### config.mk
export PLATFORM = sky130hd
export DESIGN_NAME = suspc_top
export DESIGN_NICKNAME = d
export VERILOG_FILES = /design/src/rtl/suspc_pkg.sv /design/src/rtl/suspc_top.sv
export VERILOG_INCLUDE_DIRS = /design/src /design/src/rtl
export SDC_FILE = /design/constraint.sdc
export NUM_CORES = 1
export LEC_CHECK = 0
export BUFFER_PORTS_ARGS = -buffer_cell sky130_fd_sc_hd__buf_2
export CAP_MARGIN = 40
export CORE_MARGIN = 2
export CORE_UTILIZATION = 60
export CTS_CLUSTER_DIAMETER = 60
export DETAILED_ROUTE_END_ITERATION = 8
export GPL_TIMING_DRIVEN = 0
export PLACE_DENSITY = 0.85
export SYNTH_ARGS = -nofsm -noshare
export SYNTH_HDL_FRONTEND = slang
export SYNTH_SLANG_ARGS = --single-unit
### constraint.sdc
create_clock -name ref_clk -period 4 [get_ports ref_clk]
set_clock_uncertainty 0.1 [all_clocks]
set_input_delay 0.6 -clock ref_clk [delete_from_list [all_inputs] [get_ports ref_clk]]
set_output_delay 0.6 -clock ref_clk [all_outputs]
set_load 0.05 [all_outputs]
### src/rtl/suspc_params.svh
// Constants of the serial unit: offsets, field positions, reset values
`ifndef SUSPC_PARAMS_SVH
`define SUSPC_PARAMS_SVH
// Register offsets
`define SUSPC_A_GATE 8'h00
`define SUSPC_A_SE   8'h01
`define SUSPC_A_SS   8'h02
`define SUSPC_A_ST   8'h03
`define SUSPC_A_SOE  8'h04
`define SUSPC_A_SO   8'h05
`define SUSPC_A_NF   8'h06
`define SUSPC_A_SSC  8'h07
`define SUSPC_A_PS   8'h08
`define SUSPC_A_MODE 8'h10
`define SUSPC_A_DATA 8'h12
`define SUSPC_A_STAT 8'h14
// Field positions
`define SUSPC_B_GATE 2
`define SUSPC_B_CKO  8
`define SUSPC_B_DIV  8
// Reset value of the output level register
`define SUSPC_SO_RST 16'h0303
// Smallest half-period divider per channel
`define SUSPC_CH0_MIN_DIV 7'h00
`define SUSPC_CH1_MIN_DIV 7'h01
`endif

### src/rtl/suspc_pkg.sv
// Types, reset state and bit helpers of the serial unit
package suspc_pkg;
   typedef logic [7:0]  suspc_addr_t;   // Register address
   typedef logic [15:0] suspc_word_t;   // Register data
   typedef logic [1:0]  suspc_chvec_t;  // One bit per channel
   // Transfer phase of a channel
   typedef enum logic [1:0] {
      SUSPC_IDLE  = 2'b00,
      SUSPC_LEAD  = 2'b01,
      SUSPC_TRAIL = 2'b10
   } suspc_phase_t;
   // State of one channel
   typedef struct packed {
      logic master, dap, ckp, lsbFirst, len8, intSel;
      logic [6:0]   div;
      logic [7:0]   txBuf, rxBuf, shift;
      logic [2:0]   bitCnt;
      logic [6:0]   halfCnt;
      suspc_phase_t phase;
      logic bufFull, rxFull, ovf, stPend, rxHold;
      logic sckS1, sckS2, sckS3, sdiS1, sdiS2, sdiS3, sdiFilt;
      logic se, soe, cko, so, sckOe, sdoOe, irq;
   } suspc_chan_t;
   // State of the whole unit
   typedef struct packed {
      suspc_chan_t [1:0] ch;
      logic gate, nfEn, swc, ssec;
      logic [3:0]  psSel;
      logic [14:0] psCnt;
      logic [15:0] rdata;
   } suspc_state_t;
   localparam suspc_chan_t SUSPC_CHAN_RST =
      '{phase: SUSPC_IDLE, cko: 1'b1, so: 1'b1, default: '0};
   localparam suspc_state_t SUSPC_RST =
      '{ch: {SUSPC_CHAN_RST, SUSPC_CHAN_RST}, default: '0};
   // Bit that leaves the shifter next
   function automatic logic suspc_out_bit(logic [7:0] sh, logic lsb, logic l8);
      return lsb ? sh[0] : (l8 ? sh[7] : sh[6]);
   endfunction
   // Shift one received bit in
   function automatic logic [7:0] suspc_shift_in(logic [7:0] sh, logic lsb, logic l8, logic b);
      if (!lsb) return {sh[6:0], b};
      return l8 ? {b, sh[7:1]} : {1'b0, b, sh[6:1]};
   endfunction
endpackage

### src/rtl/suspc_top.sv
// Two-channel clocked serial unit with gating, stop and pin control
//
// Notes on behaviour
// - Stopped channel idles; pins return to port.
// - Gate bit cleared stops whole unit.
// - Gate off: writes ignored, reads give defaults, except gate, filter and standby.
// - Stop trigger stops channel, then self-clears.
// - Status read-only; clock level writable when stopped.
// - Output disabled: data level writes set sdoOut, sdoOe stays low.
// - Three wires, 7/8 bits, phase, bit order.
// - Master/slave, clock phase, prescaler plus divider.
// - Master fclk/2 channel 0, fclk/4 otherwise.
// - Transfer-end or buffer-empty event, overrun flag.
// - Channel 0 only receives during stop mode.
// - Clocked mode exists on channels 0, 1.
// - Filter: synchronise, then two matching samples.
// - Output enabled: data level writes ignored.
// - Level bits reset high, others low.
`timescale 1ns/10ps
`include "suspc_params.svh"
`default_nettype none
module suspc_top (
   input  wire logic                 ref_clk,   // System clock, 100 MHz
   input  wire logic                 srst,      // Synchronous reset
   input  wire suspc_pkg::suspc_addr_t  busAddr,   // Register address
   input  wire suspc_pkg::suspc_word_t  busWdata,  // Write data
   input  wire logic                 busWe,     // Write strobe
   input  wire logic                 busRe,     // Read strobe
   output var  suspc_pkg::suspc_word_t  busRdata,  // Read data
   input  wire logic                 stopMode,  // Chip in stop mode
   input  wire suspc_pkg::suspc_chvec_t sckIn,     // Clock pin level
   input  wire suspc_pkg::suspc_chvec_t sdiIn,     // Data input pin
   output var  suspc_pkg::suspc_chvec_t sckOut,    // Clock pin drive
   output var  suspc_pkg::suspc_chvec_t sckOe,     // Clock pin enable
   output var  suspc_pkg::suspc_chvec_t sdoOut,    // Data pin drive
   output var  suspc_pkg::suspc_chvec_t sdoOe,     // Data pin enable
   output var  suspc_pkg::suspc_chvec_t irq,       // Channel event pulse
   output var  suspc_pkg::suspc_chvec_t chanActive // Channel enabled
);
   import suspc_pkg::*;

   suspc_state_t stateReg;   // All state
   suspc_state_t stateNext;  // Next state
   suspc_chan_t  c;          // Channel work copy
   logic [14:0]  psMask;     // Prescaler select mask
   logic [6:0]   divEff;     // Clamped divider
   logic         mckTick;    // Operating clock tick
   logic         edgeEv;     // Serial clock edge
   logic         rxBit;      // Sampled input bit
   logic         wakeArm;    // Stop-mode reception armed
   logic         ovfSet;     // Overrun set now
   logic         rxSet;      // Receive buffer filled now
   logic         wrOk;       // Unit write permitted

   // Outputs come straight from state flops
   assign busRdata = stateReg.rdata;
   always_comb begin
      for (int k = 0; k < 2; k++) begin
         sckOut[k]     = stateReg.ch[k].cko;
         sckOe[k]      = stateReg.ch[k].sckOe;
         sdoOut[k]     = stateReg.ch[k].so;
         sdoOe[k]      = stateReg.ch[k].sdoOe;
         irq[k]        = stateReg.ch[k].irq;
         chanActive[k] = stateReg.ch[k].se;
      end
   end

   // Next-state logic of the whole unit
   always_comb begin
      stateNext = stateReg;
      c         = stateReg.ch[0];
      divEff    = 7'h00;
      edgeEv    = 1'b0;
      rxBit     = 1'b0;
      wakeArm   = 1'b0;
      ovfSet    = 1'b0;
      rxSet     = 1'b0;
      wrOk      = busWe && stateReg.gate;
      // Prescaler runs only with the unit clock on
      psMask = (15'h0001 << stateReg.psSel) - 15'h0001;
      mckTick = (stateReg.psCnt & psMask) == psMask;
      stateNext.psCnt = stateReg.gate ? stateReg.psCnt + 15'h0001 : 15'h0000;
      // Unit-level writes; filter and standby stay writable
      if (busWe) begin
         case (busAddr)
            `SUSPC_A_GATE: stateNext.gate = busWdata[`SUSPC_B_GATE];
            `SUSPC_A_NF: stateNext.nfEn = busWdata[0];
            `SUSPC_A_SSC: begin
               stateNext.swc  = busWdata[0];
               stateNext.ssec = busWdata[1];
            end
            `SUSPC_A_PS: begin
               if (stateReg.gate) begin
                  stateNext.psSel = busWdata[3:0];
               end
            end
            default: ;
         endcase
      end
      // Gated unit holds its control at defaults
      if (!stateReg.gate) begin
         stateNext.psSel = 4'h0;
      end
      // Unit-level reads
      stateNext.rdata = 16'h0000;
      if (busRe) begin
         case (busAddr)
            `SUSPC_A_GATE: stateNext.rdata[`SUSPC_B_GATE] = stateReg.gate;
            `SUSPC_A_SE: stateNext.rdata[1:0] = {stateReg.ch[1].se, stateReg.ch[0].se};
            `SUSPC_A_ST: stateNext.rdata[1:0] = {stateReg.ch[1].stPend, stateReg.ch[0].stPend};
            `SUSPC_A_SOE: stateNext.rdata[1:0] = {stateReg.ch[1].soe, stateReg.ch[0].soe};
            `SUSPC_A_SO: begin
               stateNext.rdata[9:8] = {stateReg.ch[1].cko, stateReg.ch[0].cko};
               stateNext.rdata[1:0] = {stateReg.ch[1].so, stateReg.ch[0].so};
            end
            `SUSPC_A_NF: stateNext.rdata[0] = stateReg.nfEn;
            `SUSPC_A_SSC: stateNext.rdata[1:0] = {stateReg.ssec, stateReg.swc};
            `SUSPC_A_PS: stateNext.rdata[3:0] = stateReg.psSel;
            default: ;
         endcase
      end
      // Per-channel engine and registers
      for (int i = 0; i < 2; i++) begin
         c = stateReg.ch[i];
         c.irq = 1'b0;
         // Event flags belong to this channel only
         ovfSet = 1'b0;
         rxSet = 1'b0;
         if (!stateReg.gate) begin
            c = SUSPC_CHAN_RST;
         end
         // Trigger drops once the channel reads stopped
         if (c.stPend && !c.se) begin
            c.stPend = 1'b0;
         end
         // Channel 1 cannot run its clock faster than fclk/4
         divEff = c.div;
         if (i == 1 && c.div < `SUSPC_CH1_MIN_DIV) begin
            divEff = `SUSPC_CH1_MIN_DIV;
         end
         edgeEv = c.master ? (mckTick && c.halfCnt == 7'h00) : (c.sckS2 != c.sckS3);
         rxBit = (i == 0 && stateReg.nfEn) ? c.sdiFilt : c.sdiS2;
         wakeArm = (i == 0) && stateReg.swc && stopMode && !c.master;
         // Half-period counter of the master clock
         if (c.phase != SUSPC_IDLE && c.master && mckTick) begin
            c.halfCnt = (c.halfCnt == 7'h00) ? divEff : c.halfCnt - 7'h01;
         end
         case (c.phase)
            SUSPC_IDLE: begin
               // Start a word when data waits or wake reception is armed
               if (c.se && (c.bufFull || wakeArm)) begin
                  c.shift = c.bufFull ? c.txBuf : 8'hFF;
                  c.bufFull = 1'b0;
                  c.bitCnt = 3'h0;
                  c.halfCnt = divEff;
                  c.phase = SUSPC_LEAD;
                  c.cko = ~c.ckp;
                  if (c.dap && c.soe) begin
                     c.so = suspc_out_bit(c.shift, c.lsbFirst, c.len8);
                  end
                  c.irq = c.intSel;
               end
            end
            SUSPC_LEAD: begin
               // Leading edge: capture early or present the bit
               if (edgeEv) begin
                  if (c.master) begin
                     c.cko = ~c.cko;
                  end
                  c.rxHold = rxBit;
                  if (!c.dap && c.soe) begin
                     c.so = suspc_out_bit(c.shift, c.lsbFirst, c.len8);
                  end
                  c.phase = SUSPC_TRAIL;
               end
            end
            SUSPC_TRAIL: begin
               // Trailing edge: shift, and finish after the last bit
               if (edgeEv) begin
                  if (c.master) begin
                     c.cko = ~c.cko;
                  end
                  c.shift = suspc_shift_in(c.shift, c.lsbFirst, c.len8,
                                           c.dap ? c.rxHold : rxBit);
                  if (c.bitCnt == (c.len8 ? 3'h7 : 3'h6)) begin
                     c.phase = SUSPC_IDLE;
                     rxSet = 1'b1;
                     ovfSet = c.rxFull;
                     c.rxBuf = c.len8 ? c.shift : {1'b0, c.shift[6:0]};
                     c.rxFull = 1'b1;
                     c.irq = ~c.intSel;
                  end else begin
                     c.bitCnt = c.bitCnt + 3'h1;
                     c.phase = SUSPC_LEAD;
                     if (c.dap && c.soe) begin
                        c.so = suspc_out_bit(c.shift, c.lsbFirst, c.len8);
                     end
                  end
               end
            end
            default: c.phase = SUSPC_IDLE;
         endcase
         if (ovfSet) begin
            c.ovf = 1'b1;
         end
         // Register writes; hardware sets take priority over clears
         if (wrOk) begin
            if (busAddr == `SUSPC_A_SS && busWdata[i]) begin
               c.se = 1'b1;
            end
            if (busAddr == `SUSPC_A_ST && busWdata[i]) begin
               c.se = 1'b0;
               c.stPend = 1'b1;
               c.phase = SUSPC_IDLE;
            end
            if (busAddr == `SUSPC_A_SOE) begin
               c.soe = busWdata[i];
            end
            if (busAddr == `SUSPC_A_SO) begin
               if (!stateReg.ch[i].se) begin
                  c.cko = busWdata[`SUSPC_B_CKO + i];
               end
               if (!stateReg.ch[i].soe) begin
                  c.so = busWdata[i];
               end
            end
            if (busAddr == `SUSPC_A_MODE + 8'(i)) begin
               c.master   = busWdata[0];
               c.dap      = busWdata[1];
               c.ckp      = busWdata[2];
               c.lsbFirst = busWdata[3];
               c.len8     = busWdata[4];
               c.intSel   = busWdata[5];
               c.div      = busWdata[`SUSPC_B_DIV +: 7];
            end
            if (busAddr == `SUSPC_A_DATA + 8'(i)) begin
               c.txBuf = busWdata[7:0];
               c.bufFull = 1'b1;
            end
            if (busAddr == `SUSPC_A_STAT + 8'(i) && busWdata[0] && !ovfSet) begin
               c.ovf = 1'b0;
            end
         end
         // Channel reads; reading received data frees the buffer
         if (busRe) begin
            if (busAddr == `SUSPC_A_MODE + 8'(i)) begin
               stateNext.rdata = {1'b0, stateReg.ch[i].div, 2'b00, stateReg.ch[i].intSel,
                                  stateReg.ch[i].len8, stateReg.ch[i].lsbFirst,
                                  stateReg.ch[i].ckp, stateReg.ch[i].dap, stateReg.ch[i].master};
            end
            if (busAddr == `SUSPC_A_DATA + 8'(i)) begin
               stateNext.rdata = {8'h00, stateReg.ch[i].rxBuf};
               if (stateReg.gate && !rxSet) begin
                  c.rxFull = 1'b0;
               end
            end
            if (busAddr == `SUSPC_A_STAT + 8'(i)) begin
               stateNext.rdata[2:0] = {stateReg.ch[i].bufFull,
                                       stateReg.ch[i].phase != SUSPC_IDLE, stateReg.ch[i].ovf};
            end
         end
         // Pins go to the port while the channel is stopped
         c.sckOe = c.se && c.master;
         c.sdoOe = c.se && c.soe;
         // Synchronisers and two-sample input filter
         c.sckS1 = sckIn[i];
         c.sckS2 = stateReg.ch[i].sckS1;
         c.sckS3 = stateReg.ch[i].sckS2;
         c.sdiS1 = sdiIn[i];
         c.sdiS2 = stateReg.ch[i].sdiS1;
         c.sdiS3 = stateReg.ch[i].sdiS2;
         c.sdiFilt = stateReg.ch[i].sdiFilt;
         if (stateReg.ch[i].sdiS2 == stateReg.ch[i].sdiS3) begin
            c.sdiFilt = stateReg.ch[i].sdiS2;
         end
         stateNext.ch[i] = c;
      end
   end

   // State register
   always_ff @(posedge ref_clk) begin
      if (srst) begin
         stateReg <= SUSPC_RST;
      end else begin
         stateReg <= stateNext;
      end
   end
endmodule
`default_nettype wire

==> summary.md, run 1 <==
| Metric | Value |
|---|---|
| Outcome | `finished, final reports clean` |
| Max Freq | `about 260 MHz` |
| Site Rows | `45` |
| Avg Cell Area, Syn | `~8 sq um` |
| Htree depth | `4` |
| Routed Antenna Nets | `0` |
| Cell area after synthesis | `around 9500 sq um` |
| Layout Utilization | `between 60% and 70%` |
| Cell family with most CP delay | `buffers and inverters` |
| Most used flip-flop cell after synthesis | `dfxtp_1` |
| Router iterations before antenna repair | `6` |
| Final period util | `between 90% and 100%` |
| Drt drc | `0` |
| Endpoints failing setup | `0` |
| Area leader, netlist | `dfxtp_1` |
| Clock Tree Buf Depth | `2` |
| Clk Latency, worst-skew pair | `0.45 ns` |
| Register area share after synthesis | `36.4%` |
| Area after DPL | `about 10,000 sq um` |
| CP endpoint kind | `flop` |
| WL/cell | `roughly 22 um` |
| Vias in the first global route | `between 9k and 10k` |
| CP required | `between 4 and 5 ns` |
| Crit path buffers/inverters | `6` |
| HP Start | `sckIn[0]` |
| Ys async rst share | `0%` |
| Sequential share of power | `between 40% and 50%` |
| Kind of start point of the critical path | `flop` |
| Routability cong. | `1.04` |
| Final worst slack | `~0.14 ns` |
| Num CTS Buffers | `17` |
| Slew headroom | `between 40% and 50%` |
| Leakage | `3.79 nW` |
| Crit-path cells | `clkbuf_4 > clkbuf_4 > clkbuf_4 > clkbuf_4 > nand2_1 > ha_1 > and2_1 > clkbuf_1 > a31oi_4 > buf_6 > nor4_1 > a311oi_1 > o32ai_1` |
| Sw Pwr | `just over 0.8 mW` |
| Vias per Instance | `~6.5` |
| Pin count of the biggest net entering global routing | `17` |
| Int Power | `approximately 2.6 mW` |
| Ys Warns | `0` |
| Tightest Pin Transition | `around 0.90 ns` |
| Min Tclk post-route | `a little under 4 ns` |
| CTS tree | `built` |
| Ant diodes | `0` |
| CP Max Fanout | `19` |
| Vias | `around 10k` |
| Die W | `130 um` |
| CTS sink count | `around 170` |
| Tot GR Track Use | `between 30% and 40%` |
| Final Max Slew Viols | `0` |
| RR Startpoint | `stateReg[38]$_SDFFE_PP0P_` |
| Synth cell count leaders | `dfxtp_1, nand2_1, a21oi_1` |
| Pwr dens | `between 300 and 400 nW/um^2` |
| Die height | `between 100 and 150 um` |
| Pwr Total | `between 3 and 4 mW` |
| Worst min-delay path category | `input port to flop` |
| Max-cap violations | `0` |
| WS Path Type | `flop to flop` |
| Maximum vdd drop | `approximately 0.00033 V` |
| Finished Cell Area | `between 10,000 and 15,000 sq um` |
| Clock transition at path regs | `0.07 ns` |
| RSZ-0062 raised after global routing | `false` |
| Setup_tns | `0 ns` |
| Share of post-route cells with drive strength above 1 | `between 10% and 20%` |
| Slowest stage delay, CP | `0.55 ns` |
| Cts hold-fix bufs | `0` |
| Drt first-iter violations | `about 1.3k` |
| Multi-input gate area | `roughly 5400 sq um` |
| EDFF count, synth | `0` |
| Initial antenna violation count | `0` |
| DPL Wire Length | `roughly 24,000 um` |
| Initial Util | `roughly 62%` |
| P&R area growth vs syn | `12.4%` |
| Sw Ratio | `roughly a quarter` |
| Drt total wl | `about 32,000 um` |
| Register Area | `3440 sq um` |
| Most used cell, CP | `clkbuf_4` |
| Filler cells | `approximately 1.3k` |
| Post-synthesis net count | `about 1.2k` |
| Largest cells by area after synthesis | `dfxtp_1, a21oi_1, nand2_1, nor2_1, nand3_1` |
| Arrival time worst endpoint | `between 4 and 5 ns` |
| Gate power share | `3.2%` |
| Yosys reg bits | `172` |
| First-pass GRT wire length | `between 40,000 and 50,000 um` |
| Final nets | `approximately 1.3k` |
| Global route overflow | `0` |
| Clock power share | `47.3%` |
| Place WS | `-1.30 ns` |
| Critical Path Start | `stateReg[38]$_SDFFE_PP0P_` |
| Post-synthesis cell type count | `85` |
| Slowest-stage cell, CP | `dfxtp_1` |
| DIE AREA | `16,800 sq um` |
| I/O pin cnt | `between 60 and 70` |
| Top cell type's share of synthesized area | `between 30% and 40%` |
| Final hold vios | `0` |
| Port bufs | `53` |
| Synthesized netlist cell count | `around 1.2k` |
| Core ar. | `approximately 15,000 sq um` |
| Most numerous cell in the Yosys netlist | `dfxtp_1` |
| Root buffer cell | `clkbuf_16` |
flip-flops by register name, indices dropped and copies added, names as in the netlist:
register,flops
busRdata,15
c,4
chanActive,2
irq,2
sckOe,2
sckOut,2
sdoOe,2
sdoOut,2
stateNext,4
stateReg,137
power groups by stage:
stage	clock network (mW)	logic (mW)	registers (mW)
after floorplan	0	0.0526	1.76
after global placement	0	0.105	1.76
after detailed placement	0	0.104	1.76
after CTS	1.63	0.105	1.72
after global routing	1.71	0.114	1.72
final	1.64	0.111	1.72
area by class of cell:
class	instances	share of cell area [%]
Buffer	114	5.81
Clock buffer	20	4.29
Clock inverter	12	1.05
Inverter	24	0.846
Multi-Input combinational cell	894	50.3
Sequential cell	172	32.3
Tap cell	211	2.48
Timing Repair Buffer	60	2.91
metrics by stage:
| step | std cells | hold WS [ns] |
|---|---|---|
| global placement | 1470 | 0.317 |
| detailed placement | 1472 | 0.329 |
| finish | 1507 | 0.263 |
| CTS | 1506 | 0.264 |
| global route | 1507 | 0.273 |
| floorplan | 1206 | 0.314 |
timing repair:
item,4_1_cts,5_1_grt
setup endpoints to repair,68,44
pin swaps,1,1
buffers inserted,2,2
resized for setup,11,4
final timing paths:
path,to,slack [ns],cells past startpoint
worst max-delay path,sdoOut[0]$_SDFF_PP1_,0.14,13
worst min-delay path,stateNext[51]$_SDFF_PP0_,0.26,2
worst max register to register,sdoOut[0]$_SDFF_PP1_,0.14,13
worst min register to register,stateNext[47]$_SDFF_PP0_,0.34,1
cells by family after synthesis:
family                     after synthesis  synth area share [%]
adders and majority gates                7                 0.925
AOI/OAI and AO/OA                      320                  22.0
other                                    1                0.0396
xor gates and xnor gates                17                  1.57
buffers and inverters                  140                  7.38
DFF                                    172                  36.4
and+or+nand+nor                        494                  25.4
muxes                                   55                  6.39
routing by layer:
metal,wire length [um],track usage [%],vias to the layer above
met3,4310,11.6,137
met1,12900,52.7,4527
met4,1590,20.0,0
met5,0,0,-
li1,-,-,4464
met2,13700,56.6,731
worst register-to-register path: cells and delay by family, from the launching register on:
| kind | cells | cell delay (ns) |
|---|---|---|
| AO/OA/AOI/OAI | 3 | 0.76 |
| adder cells (fa/ha/maj) | 1 | 0.27 |
| buffers and inverters | 6 | 1.75 |
| flip-flops | 1 | 0.55 |
| AND/OR/NAND/NOR | 3 | 0.32 |
layout by cell type (no fill, tap or decap), types with 7 or more instances in the layout:
cell	instances
xor2_1	8
nor2_1	108
o21ai_0	53
and2_1	19
nand4_1	14
ha_1	7
clkbuf_16	17
mux2i_1	38
a22oi_1	15
dfxtp_1	172
buf_4	36
clkbuf_1	46
o21a_1	7
a211oi_1	16
mux2_2	14
a31oi_1	21
nor4_1	10
buf_2	68
inv_1	24
nand3b_1	7
nor3_1	22
nand3_1	78
and3_1	12
a21oi_1	111
o22ai_1	15
buf_1	14
nand2_1	148
or3_1	13
nor2b_1	20
nand2b_1	16
o211ai_1	7
xnor2_1	9
No activity file was read; power rests on OpenSTA's default activity.
==> run 2, diff against run 1 <==
- PLACE_DENSITY: 0.85 -> 0.79
- TNS_END_PERCENT: default -> 100
==> run 2 against run 1 <==
First-iteration DRC count increased by 3.2%. Register-to-register slack got worse by 0.07 ns. Critical path depth increased by 1. Utilization increased by 0.13 points. Routed wire length increased by 0.38%. Sequential cell count unchanged. Global-route usage increased by 0.26 points. Clock power increased by 4%. Sequential share of layout area decreased by 0.061 points. Cell count about the same. Combinational power about the same.
==> summary.md, run 2 (synthesized netlist as in run 1, its figures left out) <==
| Metric | Value |
|---|---|
| Outcome | `finished, final reports clean` |
| Die height | `130 um (unchanged)` |
| RR Startpoint | `stateReg[38]$_SDFFE_PP0P_` |
| Pwr dens | `331 nW/um^2 (+1.7%)` |
| Site Rows | `45 (unchanged)` |
| Int Power | `2.71 mW (+2.6%)` |
| Tightest Pin Transition | `0.962 ns (+0.0658 ns)` |
| Sw Ratio | `23.4% (-0.49 points)` |
| DIE AREA | `16,800 sq um (unchanged)` |
| Max-cap violations | `0 (unchanged)` |
| Share of post-route cells with drive strength above 1 | `14.7% (-0.066 points)` |
| Clock transition at path regs | `0.07 ns (about the same)` |
| Commonest cells after routing, fill and taps aside | `dfxtp_1, nand2_1, a21oi_1, nor2_1, nand3_1` |
| Slew headroom | `35.4% (-4.9 points)` |
| Cts hold-fix bufs | `0 (unchanged)` |
| Crit path buffers/inverters | `6 (unchanged)` |
| Drt total wl | `32,600 um (+0.38%)` |
| Tot GR Track Use | `39.3% (+0.26 points)` |
| Leakage | `3.80 nW (+0.36%)` |
| HP Start | `sckIn[0]` |
| Final hold vios | `0 (unchanged)` |
| Final hold slack | `0.274 ns (+0.0109 ns)` |
| Commonest non-fill, non-tap cell in the layout | `dfxtp_1` |
| WS Path Type | `flop to flop` |
| Slowest-stage cell, CP | `dfxtp_1` |
| CTS tree | `built` |
| Min Tclk post-route | `3.93 ns (+0.0692 ns)` |
| Port bufs | `53 (unchanged)` |
| RSZ-0062 raised after global routing | `false` |
| Cell family with most CP delay | `buffers and inverters` |
| Die W | `130 um (unchanged)` |
| Vias in the first global route | `8,887 (-1.8%)` |
| Clock power share | `48.2% (+0.9 points)` |
| Gate power share | `3.2% (about the same)` |
| Ant diodes | `0 (unchanged)` |
| Finished Cell Area | `10,700 sq um (+0.19%)` |
| Router iterations before antenna repair | `6 (unchanged)` |
| DPL Wire Length | `23,600 um (+0.39%)` |
| I/O pin cnt | `61 (unchanged)` |
| Drt drc | `0 (unchanged)` |
| Clk Latency, worst-skew pair | `0.45 ns (about the same)` |
| WL/cell | `21.7 um (+0.45%)` |
| Clock Tree Buf Depth | `2 (unchanged)` |
| Routed Antenna Nets | `0 (unchanged)` |
| Root buffer cell | `clkbuf_16` |
| Crit-path cells | `clkbuf_4 > clkbuf_4 > clkbuf_4 > clkbuf_4 > nand2_1 > ha_1 > inv_1 > nor3b_4 > and2_2 > nand4_2 > a21o_1 > buf_4 > mux2i_1 > nor2_1` |
| GR Util met2 | `59.0% (+2.4 points)` |
| Most used cell, CP | `clkbuf_4` |
| CP Max Fanout | `19 (unchanged)` |
| Vias per Instance | `6.53 (-0.24%)` |
| Slowest stage delay, CP | `0.54 ns (about the same)` |
| First-pass GRT wire length | `49,800 um (-0.29%)` |
| Global route overflow | `0 (unchanged)` |
| CTS sink count | `172 (unchanged)` |
| Layout Utilization | `69.6% (+0.13 points)` |
| Pin count of the biggest net entering global routing | `17 (unchanged)` |
| Arrival time worst endpoint | `4.14 ns (+0.06 ns)` |
| Endpoints failing setup | `0 (unchanged)` |
| Routability cong. | `1.03 (-0.39%)` |
| Vias | `9,829 (-0.30%)` |
| CP endpoint kind | `flop` |
| Met3 Use GR | `8.75% (-2.8 points)` |
| Sequential share of power | `48.6% (-0.9 points)` |
| Initial antenna violation count | `0 (unchanged)` |
| Filler cells | `1,300 (-0.99%)` |
| Area after DPL | `10,000 sq um (unchanged)` |
| Sw Pwr | `0.829 mW (-0.16%)` |
| Initial Util | `61.8% (unchanged)` |
| Maximum vdd drop | `0.000301 V (-9.5%)` |
| Htree depth | `4 (unchanged)` |
| Critical Path Start | `stateReg[38]$_SDFFE_PP0P_` |
| CP required | `4.21 ns (about the same)` |
| Met1 usage | `53.8% (+1.1 points)` |
| Final period util | `98.3% (+1.7 points)` |
| Gr busiest metal | `met2` |
| Worst min-delay path category | `input port to flop` |
| Max Freq | `254 MHz (-1.8%)` |
| Final Max Slew Viols | `0 (unchanged)` |
| Kind of start point of the critical path | `flop` |
| Most flop-heavy register | `stateReg` |
| Num CTS Buffers | `17 (unchanged)` |
| Core ar. | `15,300 sq um (unchanged)` |
| Drt first-iter violations | `1,354 (+3.2%)` |
| P&R area growth vs syn | `12.6%` |
| Final nets | `1,322 (-0.076%)` |
| Max reg flops | `137 (unchanged)` |
## run 2: cell count changes in the layout (fill, tap and decap cells not counted), sizes merged
cell / change
clkbuf: +2
buf: -2
clkinvlp: -2
bufinv: +1
## run 2: path summary, 6_finish.rpt
check | end | slack [ns] | cells past startpoint
worst max register to register | stateReg[151]$_SDFF_PP0_ | 0.07 | 14
worst min register to register | c[11]$_SDFF_PP0_ | 0.34 | 1
worst max-delay path | stateReg[151]$_SDFF_PP0_ | 0.07 | 14
worst min-delay path | stateNext[51]$_SDFF_PP0_ | 0.27 | 2
## run 2: layout make-up
| cell class | instances | area [sq um] | area share (%) |
|---|---|---|---|
| plain buffers | 115 | 623 | 5.84 |
| well taps | 211 | 264 | 2.48 |
| flip-flops and latches | 172 | 3440 | 32.3 |
| inverters | 24 | 90.1 | 0.845 |
| repair buffers | 58 | 298 | 2.79 |
| multi-input cells | 894 | 5350 | 50.2 |
| clock buffers | 21 | 460 | 4.32 |
| clock inverters | 11 | 134 | 1.26 |
## run 2: timing repair
action | CTS | global route
pin swaps | 1 | 2
gates resized for setup | 12 | 5
hold endpoints to repair | 0 | 0
endpoints found under the setup margin | 68 | 33
setup buffers | 2 | 1
## run 2: through the flow
stage / setup TNS (ns) / power [mW] / instances / setup slack [ns]
global placement: -80.44 / 1.86 / 1470 / -1.44
detailed placement: -81.13 / 1.86 / 1472 / -1.44
floorplan: 0 / 1.81 / 1206 / 0.630
global route: 0 / 3.60 / 1506 / 0.00778
finish: 0 / 3.54 / 1506 / 0.0693
CTS: 0 / 3.52 / 1506 / 0.000965
## run 2: metal layers
layer,vias to the layer above,wire [um]
met5,-,0
met4,0,1690
met1,4564,13400
li1,4456,-
met2,702,13700
met3,107,3840
## run 2: power groups by stage
stage          clock network [mW]  logic (mW)  registers, mW
2_1_floorplan                   0      0.0526           1.76
3_3_place_gp                    0       0.107           1.76
3_5_place_dp                    0       0.107           1.76
4_1_cts                      1.70       0.107           1.72
5_1_grt                      1.76       0.116           1.72
6_report                     1.70       0.114           1.72
==> run 3, diff against run 2 <==
- BUFFER_PORTS_ARGS: -buffer_cell sky130_fd_sc_hd__buf_2 -> -buffer_cell sky130_fd_sc_hd__buf_4
==> run 3 against run 2 <==
Utilization up 0.73 points. Hold slack got worse by 0.0056 ns. Clock-buffer cell count shrank 1. Cell area is 1.0% higher. Setup slack better by 0.0071 ns. Cell count did not move. Register-to-register slack about the same. Routed wire length up 1.0%. Critical endpoint unchanged. Largest cell class unchanged.
==> summary.md, run 3 (synthesized netlist as in run 1, its figures left out) <==
| Metric | Value |
|---|---|
| Vias | `9,818 (-0.11%)` |
| Die W | `130 um (unchanged)` |
| Leakage | `3.81 nW (+0.10%)` |
| Routed Antenna Nets | `0 (unchanged)` |
| Share of post-route cells with drive strength above 1 | `14.7% (unchanged)` |
| Drt drc | `0 (unchanged)` |
| Site Rows | `45 (unchanged)` |
| Port bufs | `53 (unchanged)` |
| Final hold vios | `0 (unchanged)` |
| Kind of start point of the critical path | `flop` |
| Tightest Pin Transition | `0.962 ns (-0.000343 ns)` |
| Die height | `130 um (unchanged)` |
| Sw Pwr | `0.832 mW (+0.43%)` |
| Vias in the first global route | `9,029 (+1.6%)` |
| Tot GR Track Use | `39.8% (+0.46 points)` |
| Worst min-delay path category | `input port to flop` |
| Placed cells | `1,472 (unchanged)` |
| Root buffer cell | `clkbuf_16` |
| CTS sink count | `172 (unchanged)` |
| Num CTS Buffers | `17 (unchanged)` |
| Arrival time worst endpoint | `4.13 ns (about the same)` |
| Drt first-iter violations | `1,315 (-2.9%)` |
| WS Path Type | `flop to flop` |
| Final Max Slew Viols | `0 (unchanged)` |
| Finished Cell Area | `10,800 sq um (+1.0%)` |
| Htree depth | `4 (unchanged)` |
| Max reg flops | `137 (unchanged)` |
| Drt total wl | `32,900 um (+1.0%)` |
| Routability cong. | `1.04 (+0.91%)` |
| P&R area growth vs syn | `13.8%` |
| Commonest non-fill, non-tap cell in the layout | `dfxtp_1` |
| Slowest stage delay, CP | `0.72 ns (+0.18 ns)` |
| Gate power share | `3.4% (+0.2 points)` |
| Slew headroom | `35.4% (about the same)` |
| I/O pin cnt | `61 (unchanged)` |
| DIE AREA | `16,800 sq um (unchanged)` |
| Initial Util | `61.8% (unchanged)` |
| Crit-path cells | `clkbuf_4 > clkbuf_1 > clkbuf_2 > nand2_1 > ha_1 > inv_1 > nor3b_4 > and2_4 > nand4_2 > a21o_1 > buf_4 > mux2i_1 > nor2_1` |
| Int Power | `2.65 mW (-2.2%)` |
| CTS tree | `built` |
| Core ar. | `15,300 sq um (unchanged)` |
| Final hold slack | `0.268 ns (-0.00561 ns)` |
| Ant diodes | `0 (unchanged)` |
| Pin count of the biggest net entering global routing | `17 (unchanged)` |
| Router iterations before antenna repair | `5 (-1)` |
| Commonest cells after routing, fill and taps aside | `dfxtp_1, nand2_1, a21oi_1, nor2_1, buf_4` |
| First-pass GRT wire length | `50,400 um (+1.3%)` |
| Outcome | `finished, final reports clean` |
| Area after DPL | `10,100 sq um (+1.4%)` |
| Global route overflow | `0 (unchanged)` |
| Initial antenna violation count | `0 (unchanged)` |
| CP Max Fanout | `10 (-9)` |
| Endpoints failing setup | `0 (unchanged)` |
| WL/cell | `21.9 um (+1.0%)` |
| Max-cap violations | `0 (unchanged)` |
| Min Tclk post-route | `3.92 ns (-0.00712 ns)` |
| Slowest-stage cell, CP | `clkbuf_1` |
| Sw Ratio | `23.9% (+0.48 points)` |
| CP endpoint kind | `flop` |
| Final std cells w/o fill | `1,506 (unchanged)` |
| Maximum vdd drop | `0.000309 V (+2.5%)` |
| Vias per Instance | `6.52 (-0.11%)` |
| DPL Wire Length | `23,700 um (+0.27%)` |
| Final nets | `1,322 (unchanged)` |
| Final period util | `98.1% (-0.18 points)` |
| Sequential share of power | `49.4% (+0.8 points)` |
| Clk Latency, worst-skew pair | `0.45 ns (about the same)` |
| Max Freq | `255 MHz (+0.18%)` |
| Reg2Reg Setup Slack | `0.08 ns (about the same)` |
| Clock Tree Buf Depth | `2 (unchanged)` |
| Clock power share | `47.2% (-1.0 points)` |
| CP required | `4.21 ns (about the same)` |
| Clock transition at path regs | `0.07 ns (about the same)` |
| Most flop-heavy register | `stateReg` |
| Pwr dens | `323 nW/um^2 (-2.6%)` |
==> run 3: cell count changes in the layout (fill, tap and decap cells not counted), sizes merged <==
cell	change
clkinvlp	+2
buf	-1
bufinv	-1
clkbuf	-1
clkdlybuf4s18	+1
clkinv	-1
inv	+1
==> run 3: area by class of cell <==
class                           instances  area, sq um
Buffer                                115          622
Clock buffer                           20          457
Clock inverter                         12          111
Fill cell                            1359         4540
Inverter                               24         90.1
Multi-Input combinational cell        894         5360
Sequential cell                       172         3440
Tap cell                              211          264
Timing Repair Buffer                   58          435
==> run 3: worst paths after layout <==
check / startpoint / end / depth (start not counted)
min: sckIn[1] / c[12]$_SDFF_PP0_ / 2
max: stateReg[38]$_SDFFE_PP0P_ / stateReg[151]$_SDFF_PP0_ / 13
max reg2reg: stateReg[38]$_SDFFE_PP0P_ / stateReg[151]$_SDFF_PP0_ / 13
min reg2reg: c[12]$_SDFF_PP0_ / c[11]$_SDFF_PP0_ / 1
==> run 3: stage by stage <==
step	util (%)	TNS, ns	worst slack (ns)	power (mW)
detailed placement	66.3	-77.91	-1.38	1.87
finish	70.4	0	0.0764	3.48
CTS	70.3	0	0.00285	3.47
global route	70.4	-0.00707	-0.00642	3.54
global placement	66.2	-79.00	-1.38	1.87
floorplan	-	0	0.630	1.81
==> run 3: metal layers <==
layer  track usage (%)  part of all wire (%)
met1              53.5                    40
met2              60.0                    42
met3              9.50                    12
met4              19.5                   5.3
met5                 0                     0
==> run 3: power groups by stage <==
stage	Combinational, mW	Sequential [mW]	Clock (mW)
after floorplan	0.0526	1.76	0
after global routing	0.122	1.72	1.70
after detailed placement	0.113	1.76	0
after CTS	0.113	1.72	1.63
after global placement	0.113	1.76	0
final	0.119	1.72	1.64
==> run 3: worst max-delay path: cells and delay by family (launching register included) <==
| family | cells | cell delay (ns) |
|---|---|---|
| compound gates | 1 | 0.25 |
| fa+ha+maj | 1 | 0.27 |
| buf+inv | 5 | 1.91 |
| flops | 1 | 0.48 |
| mux | 1 | 0.22 |
| simple gates | 5 | 0.56 |
==> run 3: what timing repair did <==
| item | CTS | global route |
|---|---|---|
| pin swaps | 1 | 2 |
| setup endpoints to repair | 68 | 51 |
| buffers inserted | 2 | 1 |
| resized for setup | 11 | 8 |
| hold buffers | 0 | 0 |
